===== config.mk =====
export PLATFORM = sky130hd
export DESIGN_NAME = printer_port_host_interface
export DESIGN_NICKNAME = d
export VERILOG_FILES = /design/src/logic/printer_port_pkg.sv /design/src/logic/printer_port_host_interface.sv
export SDC_FILE = /design/constraint.sdc
export NUM_CORES = 1
export LEC_CHECK = 0
export BUFFER_PORTS_ARGS = -buffer_cell sky130_fd_sc_hd__buf_2
export CAP_MARGIN = 10
export CORE_MARGIN = 10
export CORE_UTILIZATION = 52
export DETAILED_ROUTE_END_ITERATION = 8
export HOLD_SLACK_MARGIN = 0.1
export PLACE_DENSITY_LB_ADDON = 0.3
export SETUP_SLACK_MARGIN = 0.1
export SYNTH_ARGS = -nofsm -noshare
export SYNTH_HDL_FRONTEND = slang
export SYNTH_SLANG_ARGS = --single-unit

===== constraint.sdc =====
create_clock -name i_clk -period 2 [get_ports i_clk]
set_input_delay 0.2 -clock i_clk [delete_from_list [all_inputs] [get_ports i_clk]]
set_output_delay 0.2 -clock i_clk [all_outputs]
set_load 0.01 [all_outputs]

===== src/logic/printer_port_pkg.sv =====
/*
  constants, field positions, timing counts and carrier types of the printer port.
  assumes a single 250 MHz clock; all times are converted to cycles here.
*/
package printer_port_pkg;

	localparam int CLK_MHZ = 250;

	// port register numbers on the register select lines
	localparam logic [2:0] REG_DATA    = 3'h0;
	localparam logic [2:0] REG_STATUS  = 3'h1;
	localparam logic [2:0] REG_CONTROL = 3'h2;

	// printer control write register fields, each bit set means active
	localparam int CTL_LATCH    = 0;
	localparam int CTL_AUTOFEED = 1;
	localparam int CTL_INIT     = 2;
	localparam int CTL_CHOOSE   = 3;
	localparam int CTL_IRQ_EN   = 4;
	localparam int CTL_DIR      = 5;
	localparam int CTL_W        = 6;
	localparam logic [CTL_W-1:0] CTL_RESET = 6'h00;

	// printer status register fields
	localparam int ST_IRQ    = 2;
	localparam int ST_FAULT  = 3;
	localparam int ST_ONLINE = 4;
	localparam int ST_MEDIA  = 5;
	localparam int ST_DONE   = 6;
	localparam int ST_BUSY   = 7;

	localparam int DATA_W     = 8;
	localparam int FIFO_DEPTH = 8;

	// latch pulse timing around each byte
	localparam int SETUP_NS = 500;
	localparam int PULSE_NS = 1000;
	localparam int HOLD_NS  = 500;
	localparam int SETUP_CYC = (SETUP_NS * CLK_MHZ + 999) / 1000;
	localparam int PULSE_CYC = (PULSE_NS * CLK_MHZ + 999) / 1000;
	localparam int HOLD_CYC  = (HOLD_NS * CLK_MHZ + 999) / 1000;
	localparam logic [7:0] SETUP_CNT = 8'(SETUP_CYC - 1);
	localparam logic [7:0] PULSE_CNT = 8'(PULSE_CYC - 1);
	localparam logic [7:0] HOLD_CNT  = 8'(HOLD_CYC - 1);

	typedef struct packed {
		logic busy;
		logic transfer_done_n;
		logic media_exhausted;
		logic online;
		logic fault_n;
	} printer_status_t;

	localparam printer_status_t STATUS_IDLE = 5'h0b;

	typedef enum logic [2:0] {
		S_IDLE,
		S_SETUP,
		S_STROBE,
		S_HOLD,
		S_BUSY
	} seq_state_t;

endpackage


===== src/logic/printer_port_host_interface.sv =====
/*
  printer port with its host bus decode, byte fifo and latch pulse sequencer.
  assumes host bus pins are synchronous to i_clk and that at most one chip
  select is low at a time; open-drain pull-ups and pad tristates are outside.
*/
// Behaviour
// - register select lines pick the port register, decoded on every access
// - a write strobe low loads the host byte into the selected register
// - a read strobe low drives the selected register onto the host data lines
// - the port answers reads and writes only while its chip select is low
// - bus driver enable is active while any selected port is being read
// - printer data lines float whenever pin drive enable is high
// - a latch pulse output tells the printer to capture the data lines
// - an auto linefeed output asks the printer to feed paper itself
// - a low-active reset request output starts printer initialization
// - a low-active choose output selects the attached printer
// - the printer interrupt is driven only while control bit 4 is set
// - first variant interrupt follows the acknowledge level, high on rise
// - second variant interrupt goes low on the acknowledge rising edge
// - second variant interrupt returns high when a status read ends
// - pin drive enable low makes data lines outputs, unless the second variant turnaround bit 5 is set
// - second variant reset and status reads leave the interrupt high
`timescale 1ns/1ps

module byte_fifo #(
	parameter int WIDTH = 8,
	parameter int DEPTH = 8
) (
	input  wire logic             i_clk,
	input  wire logic             i_rst_n,
	input  wire logic             i_in_valid,
	output wire logic             o_in_ready,
	input  wire logic [WIDTH-1:0] i_in_data,
	output wire logic             o_out_valid,
	input  wire logic             i_out_ready,
	output wire logic [WIDTH-1:0] o_out_data
);
	localparam int PW = $clog2(DEPTH);
	localparam logic [PW:0] FULL_COUNT = (PW+1)'(DEPTH);
	localparam logic [PW-1:0] LAST_SLOT = PW'(DEPTH - 1);

	logic [WIDTH-1:0] mem [DEPTH];
	logic [PW-1:0]    wr_ptr;
	logic [PW-1:0]    rd_ptr;
	logic [PW:0]      count;

	wire logic push = i_in_valid && o_in_ready;
	wire logic pop  = o_out_valid && i_out_ready;
	wire logic [PW-1:0] next_wr = (wr_ptr == LAST_SLOT) ? '0 : wr_ptr + 1'b1;
	wire logic [PW-1:0] next_rd = (rd_ptr == LAST_SLOT) ? '0 : rd_ptr + 1'b1;

	assign o_in_ready  = (count != FULL_COUNT);
	assign o_out_valid = (count != '0);
	assign o_out_data  = mem[rd_ptr];

	always_ff @(posedge i_clk) begin
		if (push)
			mem[wr_ptr] <= i_in_data;
	end

	always_ff @(posedge i_clk or negedge i_rst_n) begin
		if (!i_rst_n) begin
			wr_ptr <= '0;
			rd_ptr <= '0;
			count  <= '0;
		end else begin
			if (push)
				wr_ptr <= next_wr;
			if (pop)
				rd_ptr <= next_rd;
			if (push && !pop)
				count <= count + 1'b1;
			else if (pop && !push)
				count <= count - 1'b1;
		end
	end
endmodule

module printer_port_host_interface
	import printer_port_pkg::*;
#(
	parameter bit SECOND_VARIANT = 1'b0
) (
	input  wire logic              i_clk,
	input  wire logic              i_rst_n,
	input  wire logic              i_printer_port_select_n,
	input  wire logic              i_serial_select_a_n,
	input  wire logic              i_serial_select_b_n,
	input  wire logic [2:0]        i_register_select_lines,
	input  wire logic              i_write_strobe_in_n,
	input  wire logic              i_read_strobe_in_n,
	input  wire logic [DATA_W-1:0] i_host_data_lines,
	output logic      [DATA_W-1:0] o_host_data_lines,
	output logic                   o_host_data_oe,
	output logic                   o_bus_driver_enable,
	output logic                   o_write_ready,
	input  wire logic              i_pin_drive_enable,
	input  wire logic [DATA_W-1:0] i_printer_data_lines,
	output logic      [DATA_W-1:0] o_printer_data_lines,
	output logic                   o_printer_data_oe,
	output logic                   o_latch_pulse_n,
	output logic                   o_auto_linefeed_n,
	output logic                   o_printer_reset_n,
	output logic                   o_printer_choose_n,
	output logic                   o_printer_irq,
	output logic                   o_printer_irq_oe,
	input  wire logic              i_fault_n,
	input  wire logic              i_printer_online,
	input  wire logic              i_busy,
	input  wire logic              i_media_exhausted,
	input  wire logic              i_transfer_done_n
);
	logic            rst_meta;
	logic            rst_sync;
	printer_status_t stat_meta;
	printer_status_t stat;
	logic            done_prev;
	logic            wr_prev;
	logic            rd_prev;
	logic [CTL_W-1:0] ctrl;
	logic [DATA_W-1:0] pd_out;
	logic            irq_n;
	seq_state_t      state;
	seq_state_t      next_state;
	logic [7:0]      cnt;
	logic [7:0]      next_cnt;

	always_ff @(posedge i_clk or negedge i_rst_n) begin
		if (!i_rst_n) begin
			rst_meta <= 1'b0;
			rst_sync <= 1'b0;
		end else begin
			rst_meta <= 1'b1;
			rst_sync <= rst_meta;
		end
	end

	// printer inputs are asynchronous to us whatever the host side does
	always_ff @(posedge i_clk or negedge rst_sync) begin
		if (!rst_sync) begin
			stat_meta <= STATUS_IDLE;
			stat      <= STATUS_IDLE;
		end else begin
			stat_meta <= {i_busy, i_transfer_done_n, i_media_exhausted,
				i_printer_online, i_fault_n};
			stat      <= stat_meta;
		end
	end

	// host decode
	wire logic port_sel   = !i_printer_port_select_n;
	wire logic any_sel    = port_sel || !i_serial_select_a_n || !i_serial_select_b_n;
	wire logic sel_data   = port_sel && (i_register_select_lines == REG_DATA);
	wire logic sel_status = port_sel && (i_register_select_lines == REG_STATUS);
	wire logic sel_ctrl   = port_sel && (i_register_select_lines == REG_CONTROL);
	// one write per strobe: act on the falling edge, not on every low cycle
	wire logic wr_take    = !i_write_strobe_in_n && wr_prev;
	wire logic rd_active  = port_sel && !i_read_strobe_in_n;
	wire logic status_end = sel_status && i_read_strobe_in_n && !rd_prev;
	wire logic ack_rise   = stat.transfer_done_n && !done_prev;

	wire logic fifo_push  = wr_take && sel_data;
	wire logic fifo_ready;
	wire logic fifo_valid;
	wire logic [DATA_W-1:0] fifo_data;
	wire logic fifo_pop   = (state == S_IDLE);

	wire logic [DATA_W-1:0] status_word = {stat.busy, stat.transfer_done_n,
		stat.media_exhausted, stat.online, stat.fault_n, o_printer_irq, 2'b00};
	wire logic [DATA_W-1:0] ctrl_word = {2'b00, ctrl};
	wire logic [DATA_W-1:0] data_word = o_printer_data_oe ? pd_out : i_printer_data_lines;
	wire logic [DATA_W-1:0] rd_mux = sel_data ? data_word :
		sel_status ? status_word :
		sel_ctrl ? ctrl_word : '0;

	wire logic drive_pd = !i_pin_drive_enable &&
		!(SECOND_VARIANT && ctrl[CTL_DIR]);
	wire logic seq_strobe = (state == S_STROBE);

	byte_fifo #(
		.WIDTH(DATA_W),
		.DEPTH(FIFO_DEPTH)
	) data_fifo (
		.i_clk      (i_clk),
		.i_rst_n    (rst_sync),
		.i_in_valid (fifo_push),
		.o_in_ready (fifo_ready),
		.i_in_data  (i_host_data_lines),
		.o_out_valid(fifo_valid),
		.i_out_ready(fifo_pop),
		.o_out_data (fifo_data)
	);

	// byte sequencer: setup, latch pulse, hold, then wait out printer busy
	always_comb begin
		next_state = state;
		next_cnt   = cnt;
		case (state)
			S_IDLE: begin
				if (fifo_valid) begin
					next_state = S_SETUP;
					next_cnt   = SETUP_CNT;
				end
			end
			S_SETUP: begin
				if (cnt == '0) begin
					next_state = S_STROBE;
					next_cnt   = PULSE_CNT;
				end else
					next_cnt = cnt - 1'b1;
			end
			S_STROBE: begin
				if (cnt == '0) begin
					next_state = S_HOLD;
					next_cnt   = HOLD_CNT;
				end else
					next_cnt = cnt - 1'b1;
			end
			S_HOLD: begin
				if (cnt == '0)
					next_state = S_BUSY;
				else
					next_cnt = cnt - 1'b1;
			end
			S_BUSY: begin
				if (!stat.busy)
					next_state = S_IDLE;
			end
			default: next_state = S_IDLE;
		endcase
	end

	always_ff @(posedge i_clk or negedge rst_sync) begin
		if (!rst_sync) begin
			state  <= S_IDLE;
			cnt    <= '0;
			pd_out <= '0;
		end else begin
			state <= next_state;
			cnt   <= next_cnt;
			if (fifo_pop && fifo_valid)
				pd_out <= fifo_data;
		end
	end

	always_ff @(posedge i_clk or negedge rst_sync) begin
		if (!rst_sync) begin
			wr_prev   <= 1'b1;
			rd_prev   <= 1'b1;
			done_prev <= 1'b1;
			ctrl      <= CTL_RESET;
		end else begin
			wr_prev   <= i_write_strobe_in_n;
			rd_prev   <= i_read_strobe_in_n;
			done_prev <= stat.transfer_done_n;
			if (wr_take && sel_ctrl)
				ctrl <= i_host_data_lines[CTL_W-1:0];
		end
	end

	// second variant flag; the edge that sets it beats a clearing read end
	always_ff @(posedge i_clk or negedge rst_sync) begin
		if (!rst_sync)
			irq_n <= 1'b1;
		else if (ack_rise)
			irq_n <= 1'b0;
		else if (status_end)
			irq_n <= 1'b1;
	end

	always_ff @(posedge i_clk or negedge rst_sync) begin
		if (!rst_sync) begin
			o_host_data_lines    <= '0;
			o_host_data_oe       <= 1'b0;
			o_bus_driver_enable  <= 1'b0;
			o_write_ready        <= 1'b0;
			o_printer_data_lines <= '0;
			o_printer_data_oe    <= 1'b0;
			o_latch_pulse_n      <= 1'b1;
			o_auto_linefeed_n    <= 1'b1;
			o_printer_reset_n    <= 1'b1;
			o_printer_choose_n   <= 1'b1;
			o_printer_irq        <= SECOND_VARIANT;
			o_printer_irq_oe     <= 1'b0;
		end else begin
			o_host_data_lines    <= rd_mux;
			o_host_data_oe       <= rd_active;
			o_bus_driver_enable  <= any_sel && !i_read_strobe_in_n;
			o_write_ready        <= fifo_ready;
			o_printer_data_lines <= pd_out;
			o_printer_data_oe    <= drive_pd;
			o_latch_pulse_n      <= !(seq_strobe || ctrl[CTL_LATCH]);
			o_auto_linefeed_n    <= !ctrl[CTL_AUTOFEED];
			o_printer_reset_n    <= !ctrl[CTL_INIT];
			o_printer_choose_n   <= !ctrl[CTL_CHOOSE];
			o_printer_irq        <= SECOND_VARIANT ? irq_n : stat.transfer_done_n;
			o_printer_irq_oe     <= ctrl[CTL_IRQ_EN];
		end
	end
endmodule


======== Yosys cells after proc, flatten, opt, wreduce, memory -nomap -nowiden ========
Memory sizes are Yosys's and may differ from the RTL's. A register that Yosys moved wholly into a read port is not among the register bits.
Index checks and enable logic that the tools add are counted.
word-level totals
  output and inout port bits .............. 26
  memory bits (writable) .................. 64
  memories ................................ 1
  bits in registers ....................... 66
  word-level logic and storage cells ...... 109
memory list
  name           depth  width  read ports  clocked after memory_dff  write ports  RTL line                           source
  data_fifo.mem  8      8      1           1                         1            printer_port_host_interface.sv:42  logic [WIDTH-1:0] mem [DEPTH];
cells by class
  $add $sub $neg .......................... 5
  equality and inequality tests ........... 15
  reduce and logical (&&, ||, !) cells .... 36
  muxes and demuxes ....................... 21
operator list
  operator               count
  $mux W8                7
  $pmux W8 S4            1
  $mux W3                7
  $pmux W3 S5            1
  $logic_not A1 Y1       13
  $logic_and A1 B1 Y1    12
  $eq A3 B2 Y1 const B   3
  $eq A3 B3 Y1 const B   3
  $logic_not A8 Y1       1
  $mux W4                2
  $ne A2 B2 Y1 const B   4
  $reduce_bool A4 Y1     2
  $sub A8 B1 Y8 const B  1
  $add A3 B1 Y3 const B  2
  $eq A3 B1 Y1 const B   2
  $logic_not A3 Y1       2
  $mux W6                1
  $reduce_and A5 Y1      1
  $add A4 B1 Y4 const B  1
  $ne A2 B1 Y1 const B   2
  $ne A4 B4 Y1 const B   1
  $sub A4 B1 Y4 const B  1
  $logic_or A1 B1 Y1     3
  $reduce_and A3 Y1      1
  2 further kinds        3

======== Longest topological paths before layout ========
Gate-level depths: netlist of run 1.
  depth after elaboration ................. 8
  mapped depth ............................ 10
  gate-level depth less buffers ........... 9

======== By module ========
Synthesis of run 1 repeated with hierarchy kept, for this count alone.
second synthesis, totals
  cells, all modules ...................... 364
  area, all modules ....................... 5716.7 um^2
by module, submodules not included
  module                       sequential area each (um^2)  area each (um^2)  cells each  instances
  byte_fifo                    2172.1                       3151.8            157         1
  printer_port_host_interface  1615.3                       2565.0            207         1

======== Worst setup path before layout of run 1 ========
Ideal clock, no wire load.
  kind .................................... register to register
  from .................................... reg state[0]
  to ...................................... reg data_fifo.count[3]
  period minus slack after synthesis ...... 2.570 ns
  path slack .............................. -0.570 ns
  data arrival time ....................... 2.490 ns
  data required time ...................... 1.920 ns
  cell stages (with the launch flop) ...... 11
  path through ............................ dfrtp_1 buf_6 or4_1 clkbuf_1 ha_1 inv_1 ha_1 a21o_1 a21oi_1 mux2i_1 xnor2_1
between the ends
  longest elaborated chain between the ends .. 5
  elaborated cells between the ends (all ways) .. 7
  those cells by class .................... mux (1); reduce/logical (6)
ends and longest elaborated chain
  item                                           RTL line                            source
  start, declared                                printer_port_host_interface.sv:123  seq_state_t state;
  start signal, assigned                         printer_port_host_interface.sv:239  state <= next_state;
  $logic_not A3 Y1 (*)                           printer_port_host_interface.sv:166  wire logic fifo_pop = (state == S_IDLE);
  $logic_and A1 B1 Y1 (*)                        printer_port_host_interface.sv:48   wire logic pop = o_out_valid && i_out_ready;
  $logic_not A1 Y1                               printer_port_host_interface.sv:71   if (push && !pop)
  $logic_and A1 B1 Y1                            printer_port_host_interface.sv:71
  $mux W4 or $reduce_bool A2 Y1 (tied branches)  --
  end signal, assigned                           printer_port_host_interface.sv:72   count <= count + 1'b1;
  end signal, assigned                           printer_port_host_interface.sv:74   count <= count - 1'b1;
  end, declared                                  printer_port_host_interface.sv:45   logic [PW:0] count;
Every way passes the cells marked *; elsewhere a longest branch is shown, timed or not.
A chain may end at the register's enable or synchronous reset.

======== Worst setup path in the final report of run 1 ========
  from .................................... reg data_fifo.count[3]
  to ...................................... reg data_fifo.count[3]
between the ends
  longest elaborated chain between the ends .. 5
  elaborated cells between the ends (all ways) .. 13
  those cells by class .................... add/sub (2); eq/ne (1); mux (2); reduce/logical (8)
ends and longest elaborated chain
  item
  branches (longest 5 deep; another with $sub A4 B1 Y4)
Parallel ways; which one is timed is not known. The select of a mux whose other input is x is not followed.

==> metrics.txt, run 1 <==
status complete, but fails checks; slowest cell delay on critical path 0.45 ns; clk_lat worst skew 0.53 ns; final setup vio count 3; prevailing post-synth register cell edfxtp_1; failing checks negative setup slack; Worst Setup End Kind register; Tmin final 2.23 ns; CTS tree yes; skew final 0.00676 ns; Post-synth EDFFs 64; synth warn 0; pin count of the biggest net entering global routing 58; LEAKAGE 2.93 nW; startpoint types register; total number of vias 3439; antenna violations before repair 0; WL per Instance 19.7 µm; DRT iter0 DRCs 295; Root Buffer Master clkbuf_8; Worst-Margin Slew 0.604 ns; Final Cycle Share 111%; dpl cell area 0.00639 mm²; Peak VDD IR 0.000560 V; Net Switching 1.59 mW; Mapped Area 0.00552 mm²; WP data required 2.45 ns; IO Pins 58; total CTS buffers 17; Reg area 0.00379 mm²; setup ws final -0.228 ns; sw frac 22.4%; clock power share 45.0%; Worst-path clk slew 0.06 ns; first-pass GRT wire length 19800 µm; syn_area_per_cell 15.6 µm²; ANT cells 0; vias in the first global route 3616; I/O Buffers 57; sequential power share 45.7%; Layout Nets 521; P_int 5.51 mW; RSZ-0062 raised after global routing yes; drt via density 5.47; layout cell share with drive strength beyond 1 41.0%; Die Height 123 µm; Hold WS 0.121 ns; CP most frequent cell ha_4; Non-Filler Instances 629; area of the multi-input gates 0.00182 mm²; number of H-tree levels 4; Longest Clk Path Bufs 2; relative slew slack 59.7%; most common cell after layout, fill and taps aside edfxtp_1; Sink Count 138; CP max-delay cell or4_4; crit-path leading delay family simple AND/OR/NAND/NOR gates; GPL Wtd Cong 0.849; asr flop ratio synth 53.6%; fin. max-slew vios 0; pwr/cell area 959 mW/mm²; CP Data Arrival Time 2.67 ns; Die Wd 123 µm; die area 0.0151 mm²; core outline area 0.0103 mm²; Placed Cells incl. Taps 565; fmax 449 MHz; Post-DRT Antenna Nets 0; HP Class input pin to register; worst-path cell chain buf_6, nor4_4, or4_4, ha_4, clkinv_4, ha_4, a21o_1, a21oi_2, mux2i_1, xnor2_1; Max Fanout on Critical Path 4; # DRC 0; Net Count, Synth 395; fill count 621; Yosys cell types 54; Tot GR Track Use 17.4%; Initial Util 53.4%; MaxCap Viol Count 0; CP bufs+invs 2; sequential area share after synthesis 68.6%; cell count after synthesis 354; drt total wl 12400 µm; drt first pass iters 4; most frequent cells in the layout edfxtp_1, dfrtp_1, buf_2, buf_4, dlygate4sd3_1; Final Hold Vio Count 0; total gr overflow 0; synth-to-layout area growth 34.3%; row cnt 37; crit path kind register to register; Comb power frac 9.2%; design area 0.00741 mm²; Setup Total Neg Slack -0.405 ns; HPWL after detailed placement 7820 µm; FF+latch count, synth 138
-- worst min-delay path: cells and delay by family --
kind	cells	cell delay [ns]
and+or+nand+nor	2	0.18
muxes	1	0.10
buffers and inverters	1	0.08
AOI/OAI and AO/OA	1	0.05
-- metal layers --
layer,vias to the layer above,routed length [µm],track usage (%)
met3,20,570,4.24
li1,1574,-,-
met4,0,284,7.42
met1,1759,5220,21.7
met2,86,6330,28.6
met5,-,0,0
-- cells in the mapped netlist, types with 2 or more instances --
library cell  number  area, µm²
clkbuf_1           8       30.0
inv_1              9       33.8
nor3_1            10       50.1
nor2b_1            3       18.8
a31oi_1            2       12.5
nor2_1            23       86.3
edfxtp_1          64       1920
dfstp_2           11        289
nand3_1            2       10.0
nor3b_1            2       15.0
buf_2              2       10.0
mux2i_1           16        160
dfrtp_1           63       1580
nand2b_1           9       56.3
or3_1              2       12.5
a211oi_1           2       15.0
buf_6              3       33.8
o2bb2ai_1          2       17.5
a21o_1             4       30.0
nand2_1           20       75.1
o21ai_0           16       80.1
ha_1               8        100
o31ai_1            3       22.5
xnor2_1            3       26.3
mux4_2            16        360
nor4_1             4       25.0
mux2_2            11        124
a21oi_1           10       50.1
-- registers in the layout, indices dropped and copies added (netlist names), 3 cells and up --
signal,flops
o_host_data_lines,8
cnt,8
data_fifo.mem,64
state,3
pd_out,8
stat,5
ctrl,6
stat_meta,5
data_fifo.rd_ptr,3
data_fifo.count,4
data_fifo.wr_ptr,3
o_printer_data_lines,8
-- area by class of cell --
cell class	instances	area share [%]
clock inverters	10	1.84
inverters	9	0.523
multi-input cells	193	24.5
clock buffers	22	6.42
repair buffers	121	13.3
flip-flops and latches	138	51.2
well taps	136	2.30
-- timing repair --
| action | in CTS | in global routing |
|---|---|---|
| endpoints found under the hold margin | 89 | 6 |
| pin swaps | 8 | 10 |
| endpoints found under the setup margin | 67 | 73 |
| hold buffers | 24 | 1 |
| resized for setup | 11 | 11 |
| setup buffers | 4 | 6 |
-- power by group through the flow --
stage / Combinational, mW / Sequential [mW] / Clock (mW)
2_1_floorplan: 0.232 / 3.29 / 0
3_3_place_gp: 0.505 / 3.26 / 0
3_5_place_dp: 0.525 / 3.27 / 0
4_1_cts: 0.612 / 3.23 / 3.23
5_1_grt: 0.712 / 3.26 / 3.37
6_report: 0.657 / 3.25 / 3.20
-- final timing paths --
path | startpoint | end | slack (ns) | cells past startpoint
min in group asynchronous | rst_sync$_DFF_PN0_ | o_printer_irq_oe$_DFF_PN0_ | 0.18 | 0
setup / recovery | data_fifo.count[3]$_DFFE_PN0P_ | data_fifo.count[3]$_DFFE_PN0P_ | -0.23 | 10
hold / removal | i_printer_data_lines[0] | o_host_data_lines[0]$_DFF_PN0_ | 0.12 | 5
hold reg to reg | rst_sync$_DFF_PN0_ | o_printer_irq_oe$_DFF_PN0_ | 0.18 | 0
max in group asynchronous | rst_sync$_DFF_PN0_ | o_printer_reset_n$_DFF_PN1_ | 1.16 | 1
setup reg to reg | data_fifo.count[3]$_DFFE_PN0P_ | data_fifo.count[3]$_DFFE_PN0P_ | -0.23 | 10
-- cell families (layout without fill, tap and decap cells) --
group | Yosys count | in the layout | share of synthesized area (%)
xor+xnor | 4 | 4 | 0.635
other cells | 1 | 1 | 0.0680
buf+inv | 23 | 162 | 2.02
flops | 138 | 138 | 68.6
fa+ha+maj | 9 | 9 | 2.18
simple gates | 88 | 88 | 8.66
mux | 44 | 44 | 11.9
compound gates | 47 | 47 | 5.92
-- stage by stage --
stage	worst slack, ns	power (mW)	utilization, %
after detailed placement	-0.262	3.79	61.9
after floorplan	-0.279	3.52	-
after CTS	-0.256	7.08	71.0
final	-0.228	7.11	71.8
after global placement	-0.222	3.76	61.9
after global routing	-0.291	7.35	71.8
Power figures use the tool's default switching activity.
==> inputs of run 2 (changes only) <==
--- a/config.mk
+++ b/config.mk
@@ -8,11 +8,12 @@
 export BUFFER_PORTS_ARGS = -buffer_cell sky130_fd_sc_hd__buf_2
 export CAP_MARGIN = 10
 export CORE_MARGIN = 10
-export CORE_UTILIZATION = 52
+export CORE_UTILIZATION = 40
 export DETAILED_ROUTE_END_ITERATION = 8
 export HOLD_SLACK_MARGIN = 0.1
 export PLACE_DENSITY_LB_ADDON = 0.3
 export SETUP_SLACK_MARGIN = 0.1
 export SYNTH_ARGS = -nofsm -noshare
 export SYNTH_HDL_FRONTEND = slang
+export SYNTH_HIERARCHICAL = 1
 export SYNTH_SLANG_ARGS = --single-unit
==> run 2 against run 1 <==
  * The flow still finishes with violations (negative setup slack)
  * Highest routed layer unchanged
  * Count of clock-buffer cells in the layout fell by 3
  * First-iteration DRC count fell by 2.7%
  * Die area rose by 29%
  * Combinational power rose by 57%
==> metrics.txt, run 2 <==
most frequent cell after synthesis edfxtp_1; final setup vio count 3 (unchanged); Hold Path Origin i_host_data_lines[3]; CP max-delay cell or4b_4; Post-synth EDFFs 64 (unchanged); pwr/cell area 995 mW/mm² (+3.7%); I/O Buffers 57 (unchanged); crit path kind register to register; dpl cell area 0.00656 mm² (+2.5%); Net Count, Synth 406 (+2.8%); Initial Util 41.0% (-12 points); prevailing post-synth register cell edfxtp_1; FF+latch count, synth 138 (unchanged); most common cell after layout, fill and taps aside edfxtp_1; number of H-tree levels 4 (unchanged); Root Buffer Master clkbuf_16; main area contributors after synthesis edfxtp_1, dfrtp_1, dfstp_2, mux2_2, mux4_1; Tot GR Track Use 12.7% (-4.7 points); RSZ-0062 raised after global routing yes; fin. max-slew vios 0 (unchanged); sequential area share after synthesis 66.3% (-2.4 points); clk_lat worst skew 0.42 ns (-0.11 ns); Worst-path clk slew 0.06 ns (about the same); total power 7.36 mW (+3.6%); WP data required 2.29 ns (-0.16 ns); FF-to-FF Start data_fifo/count[1]$_DFFE_PN0P_; ANT cells 0 (unchanged); worst-path cell chain or4b_4, nand2_4, inv_2, ha_4, inv_4, ha_4, or4_1, o211ai_1, o211ai_1; drt first pass iters 4 (unchanged); # DRC 0 (unchanged); Die Wd 140 µm (+13%); synth warn 6 (+6); GPL Wtd Cong 0.786 (-7.3%); IO Pins 58 (unchanged); Max Fanout on Critical Path 4 (unchanged); Critical Path Source data_fifo/count[1]$_DFFE_PN0P_; Tmin final 2.27 ns (+0.0436 ns); Longest Clk Path Bufs 2 (unchanged); max reg flops 64 (unchanged); Post-synth top cells edfxtp_1, dfrtp_1, mux2_2; R2R cell count 9 (-1); core outline area 0.0139 mm² (+35%); design area 0.00740 mm² (about the same); DRT iter0 DRCs 287 (-2.7%); skew final 0.00562 ns (-0.00114 ns); pin count of the biggest net entering global routing 44 (-24%); worst setup path end data_fifo/count[3]$_DFFE_PN0P_; Setup Total Neg Slack -0.561 ns (-0.156 ns); Final Cycle Share 114% (+2.2 points); WL per Instance 17.7 µm (-11%); Sink Count 138 (unchanged); Peak VDD IR 0.000556 V (-0.71%); Worst-Margin Slew 0.600 ns (-0.00474 ns); cell count after synthesis 364 (+2.8%); Mapped Area 0.00572 mm² (+3.6%); Largest Register data_fifo/mem; setup ws final -0.272 ns (-0.0436 ns); CP Data Arrival Time 2.56 ns (-0.11 ns); Worst R2R End data_fifo/count[3]$_DFFE_PN0P_; failing checks negative setup slack; flop-to-flop setup slack -0.27 ns (-0.04 ns); most frequent cells in the layout edfxtp_1, dfrtp_1, buf_2, buf_4, mux2_2; Core Util, Final 53.1% (-19 points); HP Class input pin to register; Yosys cell types 59 (+9.3%); total CTS buffers 17 (unchanged); Final Hold Vio Count 0 (unchanged); Die Height 140 µm (+13%); Worst Setup End Kind register; fmax 440 MHz (-1.9%); Post-DRT Antenna Nets 0 (unchanged); status complete, but fails checks; vias in the first global route 3557 (-1.6%); antenna violations before repair 0 (unchanged); LEAKAGE 3.00 nW (+2.3%); startpoint types register; relative slew slack 60.0% (+0.32 points); slowest cell delay on critical path 0.57 ns (+0.12 ns); first-pass GRT wire length 19400 µm (-1.7%); die area 0.0195 mm² (+29%); total number of vias 3396 (-1.3%); HPWL after detailed placement 7930 µm (+1.4%); asr flop ratio synth 53.6% (unchanged); CTS tree yes; drt via density 4.97 (-9.1%); Yosys top cell area share 33.6% (-1.2 points); MaxCap Viol Count 0 (unchanged); post-place setup slack -0.461 ns (-0.200 ns); syn_area_per_cell 15.7 µm² (+0.76%); drt total wl 12100 µm (-2.8%); total gr overflow 0 (unchanged); Yosys top cell by area edfxtp_1; row cnt 43 (+16%); layout cell share with drive strength beyond 1 43.5% (+2.6 points); synth-to-layout area growth 29.5%; Layout Nets 532 (+2.1%)
run 2: cell types whose count changed after synthesis, moves of 4 or more:
cell	before	now
mux2_4	0	8
mux4_2	16	8
mux2i_1	16	9
a21o_1	4	0
mux4_1	0	8
o21ai_0	16	6
mux2_2	11	22
run 2: how the worst min path moves through the flow:
stage	depth (start not counted)	endpoint
after floorplan	0	rst_meta$_DFF_PN0_
after global placement	1	rst_meta$_DFF_PN0_
after detailed placement	1	rst_meta$_DFF_PN0_
after CTS	1	data_fifo/mem[1][3]$_DFFE_PP_
after global routing	1	data_fifo/mem[1][3]$_DFFE_PP_
final	1	data_fifo/mem[1][3]$_DFFE_PP_
run 2: report_power, final:
part | switching, mW | total (mW) | internal (mW)
clock network | 1.20 | 2.92 | 1.72
registers | 0.175 | 3.41 | 3.23
logic | 0.484 | 1.03 | 0.547
run 2: critical path, delay by kind of cell, from the launching register on:
kind | cells | cell delay, ns
simple gates | 3 | 1.05
compound gates | 2 | 0.22
buf+inv | 2 | 0.11
fa+ha+maj | 2 | 0.37
flops | 1 | 0.40
run 2: layout make-up:
type	instances	area, µm²
clock buffers	19	433
clock inverters	13	118
fillers	1150	6530
inverters	12	47.5
multi-input cells	197	1870
flip-flops and latches	138	3790
well taps	180	225
repair buffers	124	920
run 2: metal layers:
metal / up-vias / track usage, % / part of all wire (%)
li1: 1625 / - / -
met1: 1682 / 15.5 / 45
met2: 79 / 19.7 / 48
met3: 10 / 5.21 / 6.2
met4: 0 / 4.40 / 1.2
met5: - / 0 / 0
run 2: cell families after synthesis:
group           synth area share (%)
fa+ha+maj                       2.32
other cells                   0.0656
buf+inv                         2.54
mux                             14.8
flops                           66.3
compound gates                  5.19
simple gates                    8.19
xor+xnor                       0.613
run 2: timing repair:
action | CTS | global route
setup buffers | 0 | 11
endpoints found under the setup margin | 9 | 24
hold buffers | 16 | 0
gates resized for setup | 5 | 7
pin swaps | 8 | 6
endpoints found under the hold margin | 43 | 0
run 2: metrics by stage:
step / hold slack (ns) / instances
after floorplan: -0.0956 / 364
after global placement: -0.0125 / 624
after detailed placement: -0.00827 / 624
after CTS: 0.102 / 672
after global routing: 0.119 / 683
final: 0.116 / 683
